### src/design/rtc_defs.svh
`ifndef RTC_DEFS_SVH
`define RTC_DEFS_SVH
// ****************************************
// Timebase
// ****************************************
// Oscillator ticks per second, and last tick index of each half second
`define OSC_HZ 32768
`define HALF_LAST 15'd16383
// ****************************************
// Register byte offsets
// ****************************************
`define REG_TIME 5'h00
`define REG_DATE 5'h04
`define REG_CTRL 5'h08
`define REG_ALCFG 5'h0c
`define REG_ALVAL 5'h10
`define REG_IRQ_ST 5'h14
`define REG_IRQ_MASK 5'h18
// ****************************************
// Field positions
// ****************************************
`define CTRL_RUN 0
`define CTRL_PIN_EN 1
`define CTRL_PIN_SEL 2
`define CTRL_CAL 15:8
`define ACF_ARM 15
`define ACF_CHIME 14
`define ACF_MASK 13:10
`define ACF_PTR 9:8
`define ACF_RPT 7:0
`define IRQ_ALARM 0
`define IRQ_SEC 1
`define T_HR 23:16
`define T_MIN 15:8
`define T_SEC 7:0
`define D_YR 31:24
`define D_MON 23:16
`define D_DAY 15:8
`define D_WD 7:0
// ****************************************
// Reset values and BCD limits
// ****************************************
`define CTRL_RESET 32'h00000001
`define ACF_RESET 16'h0000
`define TIME_RESET 24'h000000
`define DATE_RESET 32'h00010106
`define BCD_ZERO 8'h00
`define BCD_ONE 8'h01
`define BCD_SEC_MAX 8'h59
`define BCD_HR_MAX 8'h23
`define BCD_WD_MAX 8'h06
`define BCD_MON_MAX 8'h12
`define BCD_YR_MAX 8'h99
`define RPT_WRAP 8'hff
`endif

### src/design/rtc_pkg.sv
package rtc_pkg;
  // One BCD byte, two digits
  typedef logic [7:0] bcd_t;
  // Alarm interval codes
  typedef enum logic [3:0] {
    IV_HALF = 4'h0, IV_SEC = 4'h1, IV_10SEC = 4'h2, IV_MIN = 4'h3,
    IV_10MIN = 4'h4, IV_HOUR = 4'h5, IV_DAY = 4'h6, IV_WEEK = 4'h7,
    IV_MONTH = 4'h8, IV_YEAR = 4'h9
  } interval_t;
  // Alarm window index codes
  typedef enum logic [1:0] {
    WIN_SEC_MIN = 2'b00, WIN_HR_WD = 2'b01, WIN_DAY_MON = 2'b10, WIN_NONE = 2'b11
  } window_index_t;
endpackage

### src/design/rtc_calendar_alarm.sv
`timescale 1ns/1ps
`include "rtc_defs.svh"
// Behaviour
// - Calendar 2000-01-01 to 2099-12-31, leap aware
// - Hours count 00 to 23 only
// - One second steps, half second phase visible
// - All time and alarm values in BCD
// - Weekday, day, month, year carry consistently
// - Second derived from 32.768 kHz ticks
// - Calibration adjusts count hourly, up to about 2.8 s/month
// - Pin carries alarm pulse or seconds clock
// - Arm bit; self-clears when count zero, chime off
// - Repeat count decrements; chime wraps to 0xff
// - Interval field selects ten alarm periods
// - Yearly alarm on February 29 only leap years
// - Window index selects alarm byte pairs
// - High window access decrements index to zero
// - Repeat count means further alarms after this
// - Alarm configuration readable, writable, resets zero
module rtc_calendar_alarm import rtc_pkg::*; (
  input wire logic clk_i,
  input wire logic rst_i,
  input wire logic osc_tick_i,
  input wire logic wb_cyc_i,
  input wire logic wb_stb_i,
  input wire logic wb_we_i,
  input wire logic [4:0] wb_adr_i,
  input wire logic [3:0] wb_sel_i,
  input wire logic [31:0] wb_dat_i,
  output logic [31:0] wb_dat_o,
  output logic wb_ack_o,
  output logic irq_o,
  output logic rtc_pin_o,
  output logic rtc_pin_oe_o
);
  // ****************************************
  // Declarations
  // ****************************************
  logic half_tick, sec_tick, half_phase; // Timebase outputs
  logic half_d, sec_d; // Pulses delayed until the calendar has moved
  logic [23:0] tm; // Hours, minutes, seconds
  logic [31:0] dt; // Year, month, day, weekday
  logic [31:0] ctrl, next_ctrl; // Run, pin enable, pin select, calibration
  logic [15:0] cfg, next_cfg; // Alarm configuration and repeat count
  bcd_t a_sec, a_min, a_hr, a_wd, a_day, a_mon; // Stored alarm value
  bcd_t next_a_sec, next_a_min, next_a_hr, next_a_wd, next_a_day, next_a_mon;
  logic [1:0] irq_st, next_irq_st; // Sticky event bits
  logic [1:0] irq_mask, next_irq_mask;
  logic next_irq;
  logic next_ack;
  logic [31:0] next_dat;
  logic [15:0] win; // Alarm window at the current index
  logic acc, wr; // Bus access completing this edge, and a write
  logic [31:0] wmerge; // Write data merged into the addressed register
  logic [31:0] rd_cur; // Current content of the addressed register
  logic time_load, date_load, cal_req;
  logic strobe, hit, fire; // Alarm compare strobe, match, event
  logic pulse, next_pulse; // Stretched alarm pulse
  logic next_pin, next_pin_oe;
  logic sm, mm, hm, wm, dm, mo; // Per field matches
  interval_t mode;

  // Byte lane merge of a write into an old value
  function automatic logic [31:0] lane_merge(input logic [31:0] old_v,
                                             input logic [31:0] new_v,
                                             input logic [3:0] sel);
    logic [31:0] r;
    r = old_v;
    for (int i = 0; i < 4; i++) begin
      if (sel[i]) r[8*i +: 8] = new_v[8*i +: 8];
    end
    return r;
  endfunction

  // ****************************************
  // Timebase and calendar
  // ****************************************
  rtc_timebase u_timebase (
    .clk_i(clk_i),
    .rst_i(rst_i),
    .osc_tick_i(osc_tick_i),
    .run_i(ctrl[`CTRL_RUN]),
    .restart_i(time_load),
    .cal_req_i(cal_req),
    .cal_i(ctrl[`CTRL_CAL]),
    .half_tick_o(half_tick),
    .sec_tick_o(sec_tick),
    .half_phase_o(half_phase)
  );

  rtc_calendar u_calendar (
    .clk_i(clk_i),
    .rst_i(rst_i),
    .sec_tick_i(sec_tick),
    .time_load_i(time_load),
    .time_val_i(wmerge[23:0]),
    .date_load_i(date_load),
    .date_val_i(wmerge),
    .time_o(tm),
    .date_o(dt)
  );

  // ****************************************
  // Bus slave
  // ****************************************
  // Alarm window pair at the current index; the unused code reads zero
  always_comb begin
    case (window_index_t'(cfg[`ACF_PTR]))
      WIN_SEC_MIN: win = {a_min, a_sec};
      WIN_HR_WD: win = {a_wd, a_hr};
      WIN_DAY_MON: win = {a_mon, a_day};
      default: win = 16'h0000;
    endcase
  end

  // Register read mux; unmapped offsets read zero
  always_comb begin
    case (wb_adr_i)
      `REG_TIME: rd_cur = {7'h00, half_phase, tm};
      `REG_DATE: rd_cur = dt;
      `REG_CTRL: rd_cur = ctrl;
      `REG_ALCFG: rd_cur = {16'h0000, cfg};
      `REG_ALVAL: rd_cur = {16'h0000, win};
      `REG_IRQ_ST: rd_cur = {30'h0, irq_st};
      `REG_IRQ_MASK: rd_cur = {30'h0, irq_mask};
      default: rd_cur = 32'h00000000;
    endcase
  end

  // Ack one cycle after the request; every side effect happens on the
  // edge where the master sees ack, so a held request acts only once
  always_comb begin
    acc = wb_cyc_i & wb_stb_i & wb_ack_o;
    wr = acc & wb_we_i;
    wmerge = lane_merge(rd_cur, wb_dat_i, wb_sel_i);
    next_ack = wb_cyc_i & wb_stb_i & ~wb_ack_o;
    next_dat = wb_dat_o;
    if (next_ack && !wb_we_i) next_dat = rd_cur;
    time_load = wr && (wb_adr_i == `REG_TIME);
    date_load = wr && (wb_adr_i == `REG_DATE);
  end

  // Register only
  always_ff @(posedge clk_i) begin
    if (rst_i) begin
      wb_ack_o <= 1'b0;
      wb_dat_o <= 32'h00000000;
    end else begin
      wb_ack_o <= next_ack;
      wb_dat_o <= next_dat;
    end
  end

  // ****************************************
  // Control and calibration
  // ****************************************
  // Calibration is requested at the top of every hour
  always_comb begin
    next_ctrl = ctrl;
    if (wr && wb_adr_i == `REG_CTRL) next_ctrl = {16'h0000, wmerge[15:8], 5'h00, wmerge[2:0]};
    cal_req = sec_d && tm[`T_MIN] == `BCD_ZERO && tm[`T_SEC] == `BCD_ZERO;
  end

  // Register only
  always_ff @(posedge clk_i) begin
    if (rst_i) begin
      ctrl <= `CTRL_RESET;
      half_d <= 1'b0;
      sec_d <= 1'b0;
    end else begin
      ctrl <= next_ctrl;
      half_d <= half_tick;
      sec_d <= sec_tick;
    end
  end

  // ****************************************
  // Alarm compare
  // ****************************************
  // Fields outside the interval are ignored; compare after the calendar
  // has stepped, so the match sees the new second
  always_comb begin
    mode = interval_t'(cfg[`ACF_MASK]);
    sm = tm[`T_SEC] == a_sec;
    mm = tm[`T_MIN] == a_min;
    hm = tm[`T_HR] == a_hr;
    wm = dt[`D_WD] == a_wd;
    dm = dt[`D_DAY] == a_day;
    mo = dt[`D_MON] == a_mon;
    strobe = (mode == IV_HALF) ? half_d : sec_d;
    case (mode)
      IV_HALF: hit = 1'b1;
      IV_SEC: hit = 1'b1;
      IV_10SEC: hit = tm[3:0] == a_sec[3:0];
      IV_MIN: hit = sm;
      IV_10MIN: hit = sm & (tm[11:8] == a_min[3:0]);
      IV_HOUR: hit = sm & mm;
      IV_DAY: hit = sm & mm & hm;
      IV_WEEK: hit = sm & mm & hm & wm;
      IV_MONTH: hit = sm & mm & hm & dm;
      // February 29 only exists in leap years, so it matches once in four
      IV_YEAR: hit = sm & mm & hm & dm & mo;
      // Reserved codes never match; software must not use them
      default: hit = 1'b0;
    endcase
    fire = cfg[`ACF_ARM] & strobe & hit;
  end

  // ****************************************
  // Alarm configuration and value window
  // ****************************************
  // An alarm event in the same cycle as a write wins over the write
  always_comb begin
    next_cfg = cfg;
    next_a_sec = a_sec;
    next_a_min = a_min;
    next_a_hr = a_hr;
    next_a_wd = a_wd;
    next_a_day = a_day;
    next_a_mon = a_mon;
    if (wr && wb_adr_i == `REG_ALCFG) next_cfg = wmerge[15:0];
    if (wr && wb_adr_i == `REG_ALVAL) begin
      case (window_index_t'(cfg[`ACF_PTR]))
        WIN_SEC_MIN: begin
          next_a_min = wmerge[15:8];
          next_a_sec = wmerge[7:0];
        end
        WIN_HR_WD: begin
          next_a_wd = wmerge[15:8];
          next_a_hr = wmerge[7:0];
        end
        WIN_DAY_MON: begin
          next_a_mon = wmerge[15:8];
          next_a_day = wmerge[7:0];
        end
        default: begin
          // Unimplemented pair: writes are dropped
        end
      endcase
    end
    // Reads and writes of the high byte step the index down to zero
    if (acc && wb_adr_i == `REG_ALVAL && wb_sel_i[1] && cfg[`ACF_PTR] != 2'b00) begin
      next_cfg[`ACF_PTR] = cfg[`ACF_PTR] - 2'b01;
    end
    if (fire) begin
      if (cfg[`ACF_RPT] != `BCD_ZERO) begin
        next_cfg[`ACF_RPT] = cfg[`ACF_RPT] - 8'h01;
      end else if (cfg[`ACF_CHIME]) begin
        next_cfg[`ACF_RPT] = `RPT_WRAP;
      end else begin
        next_cfg[`ACF_ARM] = 1'b0;
      end
    end
  end

  // Register only
  always_ff @(posedge clk_i) begin
    if (rst_i) begin
      cfg <= `ACF_RESET;
      a_sec <= `BCD_ZERO;
      a_min <= `BCD_ZERO;
      a_hr <= `BCD_ZERO;
      a_wd <= `BCD_ZERO;
      a_day <= `BCD_ZERO;
      a_mon <= `BCD_ZERO;
    end else begin
      cfg <= next_cfg;
      a_sec <= next_a_sec;
      a_min <= next_a_min;
      a_hr <= next_a_hr;
      a_wd <= next_a_wd;
      a_day <= next_a_day;
      a_mon <= next_a_mon;
    end
  end

  // ****************************************
  // Interrupts and output pin
  // ****************************************
  // Write one to clear; a new event in the same cycle keeps its bit set
  always_comb begin
    next_irq_st = irq_st;
    next_irq_mask = irq_mask;
    if (wr && wb_adr_i == `REG_IRQ_ST) next_irq_st = irq_st & ~wmerge[1:0];
    if (wr && wb_adr_i == `REG_IRQ_MASK) next_irq_mask = wmerge[1:0];
    next_irq_st[`IRQ_ALARM] = next_irq_st[`IRQ_ALARM] | fire;
    next_irq_st[`IRQ_SEC] = next_irq_st[`IRQ_SEC] | sec_d;
    next_irq = |(next_irq_st & next_irq_mask);
  end

  // Pin: alarm pulse lasts to the next half second; the seconds clock is
  // high in the first half of each second
  always_comb begin
    next_pulse = pulse;
    if (half_tick) next_pulse = 1'b0;
    if (fire) next_pulse = 1'b1;
    next_pin_oe = ctrl[`CTRL_PIN_EN];
    next_pin = 1'b0;
    if (ctrl[`CTRL_PIN_EN]) begin
      next_pin = ctrl[`CTRL_PIN_SEL] ? ~half_phase : pulse;
    end
  end

  // Register only
  always_ff @(posedge clk_i) begin
    if (rst_i) begin
      irq_st <= 2'b00;
      irq_mask <= 2'b00;
      irq_o <= 1'b0;
      pulse <= 1'b0;
      rtc_pin_o <= 1'b0;
      rtc_pin_oe_o <= 1'b0;
    end else begin
      irq_st <= next_irq_st;
      irq_mask <= next_irq_mask;
      irq_o <= next_irq;
      pulse <= next_pulse;
      rtc_pin_o <= next_pin;
      rtc_pin_oe_o <= next_pin_oe;
    end
  end
endmodule // rtc_calendar_alarm

### src/design/rtc_timebase.sv
`timescale 1ns/1ps
`include "rtc_defs.svh"
module rtc_timebase import rtc_pkg::*; (
  input wire logic clk_i,
  input wire logic rst_i,
  input wire logic osc_tick_i,
  input wire logic run_i,
  input wire logic restart_i,
  input wire logic cal_req_i,
  input wire logic [7:0] cal_i,
  output logic half_tick_o,
  output logic sec_tick_o,
  output logic half_phase_o
);
  logic [14:0] cnt, next_cnt; // Ticks within the current half second
  logic pend, next_pend; // Calibration waiting for the next half period
  logic next_half, next_sec, next_phase;
  logic [15:0] last; // Terminal tick, shifted by calibration

  // Positive calibration shortens one half period, so the clock gains
  always_comb begin
    last = pend ? {1'b0, `HALF_LAST} - {{8{cal_i[7]}}, cal_i} : {1'b0, `HALF_LAST};
    next_cnt = cnt;
    next_pend = pend | cal_req_i;
    next_half = 1'b0;
    next_sec = 1'b0;
    next_phase = half_phase_o;
    if (restart_i) begin // A time write starts a fresh second
      next_cnt = 15'd0;
      next_phase = 1'b0;
    end else if (run_i && osc_tick_i) begin
      if ({1'b0, cnt} >= last) begin
        next_cnt = 15'd0;
        next_half = 1'b1;
        next_sec = half_phase_o;
        next_phase = ~half_phase_o;
        next_pend = cal_req_i;
      end else begin
        next_cnt = cnt + 15'd1;
      end
    end
  end

  // Register only
  always_ff @(posedge clk_i) begin
    if (rst_i) begin
      cnt <= 15'd0;
      pend <= 1'b0;
      half_tick_o <= 1'b0;
      sec_tick_o <= 1'b0;
      half_phase_o <= 1'b0;
    end else begin
      cnt <= next_cnt;
      pend <= next_pend;
      half_tick_o <= next_half;
      sec_tick_o <= next_sec;
      half_phase_o <= next_phase;
    end
  end
endmodule // rtc_timebase

### src/design/rtc_calendar.sv
`timescale 1ns/1ps
`include "rtc_defs.svh"
module rtc_calendar import rtc_pkg::*; (
  input wire logic clk_i,
  input wire logic rst_i,
  input wire logic sec_tick_i,
  input wire logic time_load_i,
  input wire logic [23:0] time_val_i,
  input wire logic date_load_i,
  input wire logic [31:0] date_val_i,
  output logic [23:0] time_o,
  output logic [31:0] date_o
);
  logic [23:0] next_time;
  logic [31:0] next_date;
  bcd_t dim; // Last day of the current month
  logic leap;

  // BCD increment of a two digit value
  function automatic bcd_t bcd_inc(input bcd_t v);
    return (v[3:0] == 4'h9) ? {v[7:4] + 4'h1, 4'h0} : {v[7:4], v[3:0] + 4'h1};
  endfunction

  // Every fourth year from 2000 is leap; 2000 itself is leap
  always_comb begin
    leap = date_o[28] ? (date_o[27:24] == 4'h2 || date_o[27:24] == 4'h6)
                     : (date_o[27:24] == 4'h0 || date_o[27:24] == 4'h4 ||
                        date_o[27:24] == 4'h8);
    case (date_o[`D_MON])
      8'h02: dim = leap ? 8'h29 : 8'h28;
      8'h04, 8'h06, 8'h09, 8'h11: dim = 8'h30;
      default: dim = 8'h31;
    endcase
  end

  // Carry chain from seconds up to year, all in BCD
  always_comb begin
    next_time = time_o;
    next_date = date_o;
    if (time_load_i || date_load_i) begin
      if (time_load_i) next_time = time_val_i;
      if (date_load_i) next_date = date_val_i;
    end else if (sec_tick_i) begin
      next_time[`T_SEC] = bcd_inc(time_o[`T_SEC]);
      if (time_o[`T_SEC] == `BCD_SEC_MAX) begin
        next_time[`T_SEC] = `BCD_ZERO;
        next_time[`T_MIN] = bcd_inc(time_o[`T_MIN]);
        if (time_o[`T_MIN] == `BCD_SEC_MAX) begin
          next_time[`T_MIN] = `BCD_ZERO;
          next_time[`T_HR] = bcd_inc(time_o[`T_HR]);
          if (time_o[`T_HR] == `BCD_HR_MAX) begin
            next_time[`T_HR] = `BCD_ZERO;
            next_date[`D_WD] = (date_o[`D_WD] == `BCD_WD_MAX) ? `BCD_ZERO
                                                            : bcd_inc(date_o[`D_WD]);
            next_date[`D_DAY] = bcd_inc(date_o[`D_DAY]);
            if (date_o[`D_DAY] == dim) begin
              next_date[`D_DAY] = `BCD_ONE;
              next_date[`D_MON] = bcd_inc(date_o[`D_MON]);
              if (date_o[`D_MON] == `BCD_MON_MAX) begin
                next_date[`D_MON] = `BCD_ONE;
                next_date[`D_YR] = (date_o[`D_YR] == `BCD_YR_MAX) ? `BCD_ZERO
                                                                : bcd_inc(date_o[`D_YR]);
              end
            end
          end
        end
      end
    end
  end

  // Register only
  always_ff @(posedge clk_i) begin
    if (rst_i) begin
      time_o <= `TIME_RESET;
      date_o <= `DATE_RESET;
    end else begin
      time_o <= next_time;
      date_o <= next_date;
    end
  end
endmodule // rtc_calendar

### config.mk
export PLATFORM = sky130hd
export DESIGN_NAME = rtc_calendar_alarm
export DESIGN_NICKNAME = d
export VERILOG_FILES = /design/src/design/rtc_pkg.sv /design/src/design/rtc_calendar_alarm.sv /design/src/design/rtc_timebase.sv /design/src/design/rtc_calendar.sv
export VERILOG_INCLUDE_DIRS = /design/src /design/src/design
export SDC_FILE = /design/constraint.sdc
export NUM_CORES = 1
export LEC_CHECK = 0
export BUFFER_PORTS_ARGS = -buffer_cell sky130_fd_sc_hd__buf_2
export CAP_MARGIN = 20
export CORE_MARGIN = 3
export CORE_UTILIZATION = 55
export CTS_CLUSTER_SIZE = 8
export DETAILED_ROUTE_END_ITERATION = 6
export GPL_ROUTABILITY_DRIVEN = 0
export GPL_TIMING_DRIVEN = 0
export PLACE_DENSITY_LB_ADDON = 0.08
export SYNTH_ARGS = -nofsm -noshare
export SYNTH_HDL_FRONTEND = slang
export SYNTH_SLANG_ARGS = --single-unit
export TNS_END_PERCENT = 20
### constraint.sdc
create_clock -name clk_i -period 2.8 [get_ports clk_i]
set_clock_uncertainty 0.05 [all_clocks]
set_input_delay 0.28 -clock clk_i [delete_from_list [all_inputs] [get_ports clk_i]]
set_output_delay 0.28 -clock clk_i [all_outputs]
set_load 0.05 [all_outputs]
==> impl_metrics.toml <==
[final_layout]
n_antenna_cell = 0
final_util = 0.667
seq_area_sq_um = 3880
multi_input_area_sq_um = 7240
area_delta_synth_final_pct = 16.5
finalInstanceArea_sq_um = 13200
drive_above_1_share = 0.159
finalNonFillerCells = 1796
n_fill_cell = 1712
nNetsFinal = 1613

[worst_setup_path]
critical_path_class = "reg -> reg"
worstRegToRegCells = 9
crit_path_start = "cfg[8]"
arrival_ns = 3.12
end_kind = "flip-flop"
regToRegSetupSlack_ns = -0.01
r2r-start = "cfg[8]"
crit_fanout = 9
critPathLaunchType = "flip-flop"
cp.required_ns = 3.11

[flow_run]
drv_cap = 0

[clock_tree]
clkTransAtPathRegs_ns = 0.08
clock_sinks = 193
cts.htree.levels = 4
clk_latency_ns = 0.46
cts_tree = "built"
root_buffer = "clkbuf_16"
cts_made_buffers = 17
cts_buffer_depth = 2

[floorplan]
die_h_um = 150
start_util = 0.572
fp.dieArea_sq_um = 22400
core-area_sq_um = 19800
rows = 51
ios = 83
die-width_um = 150

[sta]
fin_crit_ns = 2.81
finalCritPeriodShare = 1.00
max_freq_mhz = 356
hold_violations = 0
slew_headroom = 0.322
fin_tns_setup_ns = -0.0119
rsz0062_at_grt = "yes"
setup_ws_ns = -0.0119
tightest_slew_ns = 1.02
drv_slew = 0
setup_viol_count_final = 1

[status]
status = "finished, violations left"
violations = "setup timing"

[detailed_routing]
wl_um = 42200
wire_per_inst_um = 23.5
drcViolationCount = 0
drt-initial-drc-count = 1706
vias = 11900
dr.pass1.iters = 7
vias_per_cell = 6.60
ant_nets = 0

[placement]
io_buffers = 79
dp_hpwl_um = 30900
dp_cells = 1750
placed_area_sq_um = 12100
pre_cts_slack_ns = -0.732

[hold_path]
hp-start = "wb_stb_i"
hold-path-cell-count = 3
min_path_type = "in -> reg"

[pwr]
powerDensity_nw_per_um2 = 445
leakagePower_nw = 5.17
ir_worst_vdd_v = 0.000396

[synthesis]
synth_nets = 1499
ys_seq_area_frac = 0.340
synth-edff-count = 0
synth.distinct_cells = 86
synth_flop_cell = "dfxtp_1"
ys_ff_latch = 193
syn_avg_cell_area_sq_um = 8.09
syn_area_sq_um = 11400
syn-instance-count = 1404
synth_warnings = 0
async_reset_ff_frac = 0

[grt]
grt_pass1_wl_um = 62400
overflow = 0
grt_max_degree = 18
antenna_found_initial = 2
grt_pass1_vias = 10600
track_usage = 0.367
## critical path, cell delays in order, from the launching register on
cell      delay, ns
dfxtp_4        0.38
ha_1           0.19
or2_2          0.32
nand2b_1       0.22
o21ai_0        0.35
o31a_1         0.16
clkbuf_1       0.52
a41o_1         0.28
nand2_1        0.05
a22o_1         0.19
## cells in the mapped netlist, types with 8 or more instances
cell,n,share of area
a221oi_1,25,0.019
xnor2_1,43,0.033
mux2_2,9,0.0089
a21oi_1,90,0.040
a22oi_1,27,0.018
and3_1,12,0.0066
a31oi_1,8,0.0044
and2_1,14,0.0077
ha_1,48,0.053
a311oi_1,8,0.0062
clkbuf_1,68,0.022
nand4_1,21,0.012
nor3_1,47,0.021
mux2i_1,56,0.049
a211oi_1,15,0.0099
xor2_1,28,0.022
a222oi_1,16,0.014
nor4_1,10,0.0055
inv_1,45,0.015
dfxtp_1,193,0.34
a21o_1,8,0.0053
nor2_1,181,0.060
nand3_1,56,0.025
nand2b_1,17,0.0094
o21ai_0,47,0.021
o211ai_1,15,0.0099
buf_2,14,0.0062
o31ai_1,16,0.011
nand2_1,132,0.044
## timing repair
action	4_1_cts	5_1_grt
buffers inserted	6	13
setup endpoints to repair	123	105
hold buffers	0	0
gates cloned	0	0
resized for setup	44	49
pin swaps	7	8
## worst paths after layout
check	endpoint
max	irq_o
min	wb_ack_o
max reg2reg	irq_o
min reg2reg	wb_dat_o[10]
## where the power goes
group / total (mW) / internal (mW) / switching [mW]
clock network: 2.71 / 1.50 / 1.21
logic: 0.409 / 0.111 / 0.298
registers: 2.76 / 2.75 / 0.00991
## state kept, by name, indices dropped and copies added, names as in the netlist, 8 cells and up
signal             count
u_calendar.date_o     32
wb_dat_o              32
u_calendar.time_o     24
cfg                   16
u_timebase.cnt        15
ctrl                  11
a_day                  8
a_hr                   8
a_min                  8
a_mon                  8
a_sec                  8
a_wd                   8
## kinds of logic after synthesis
| family | share of synthesized area |
|---|---|
| flip-flops | 0.340 |
| adder cells (fa/ha/maj) | 0.0529 |
| multiplexers | 0.0583 |
| buffers and inverters | 0.0491 |
| AND/OR/NAND/NOR | 0.231 |
| XOR/XNOR | 0.0547 |
| AO/OA/AOI/OAI | 0.214 |
## routing by layer
layer / share of wire / global-route usage / up-vias
met2: 0.41 / 0.526 / 817
met4: 0.060 / 0.194 / 8
met3: 0.13 / 0.109 / 220
li1: - / - / 5338
met5: 0.0019 / 0 / -
met1: 0.40 / 0.498 / 5473
## cell type report
cell class,instances,share of cell area
clock buffers,20,0.0353
flip-flops and latches,193,0.293
plain buffers,86,0.0303
repair buffers,100,0.0426
clock inverters,12,0.0127
well taps,265,0.0251
inverters,47,0.0133
multi-input cells,1073,0.547
## layout by cell type, fill, tap and decap left out, types with 13 or more instances in the layout
cell type / count
nand3_1: 55
nand2b_1: 16
nor3_1: 47
o211ai_1: 15
dfxtp_1: 187
buf_4: 26
a22oi_1: 27
clkbuf_16: 17
nand2_1: 132
o31ai_1: 16
nand4_1: 21
xor2_1: 28
ha_1: 47
a222oi_1: 16
and2_1: 13
a221oi_1: 22
inv_1: 45
mux2i_1: 55
a211oi_1: 15
xnor2_1: 43
o21ai_0: 44
clkbuf_1: 55
buf_2: 92
nor2_1: 179
a21oi_1: 86
## stage by stage
step | total power [mW] | hold WS (ns)
after floorplan | 3.03 | 0.379
after global placement | 3.19 | 0.410
after detailed placement | 3.20 | 0.416
after CTS | 5.83 | 0.0798
after global routing | 5.98 | 0.112
final | 5.88 | 0.0811
Power figures use the tool's default switching activity.
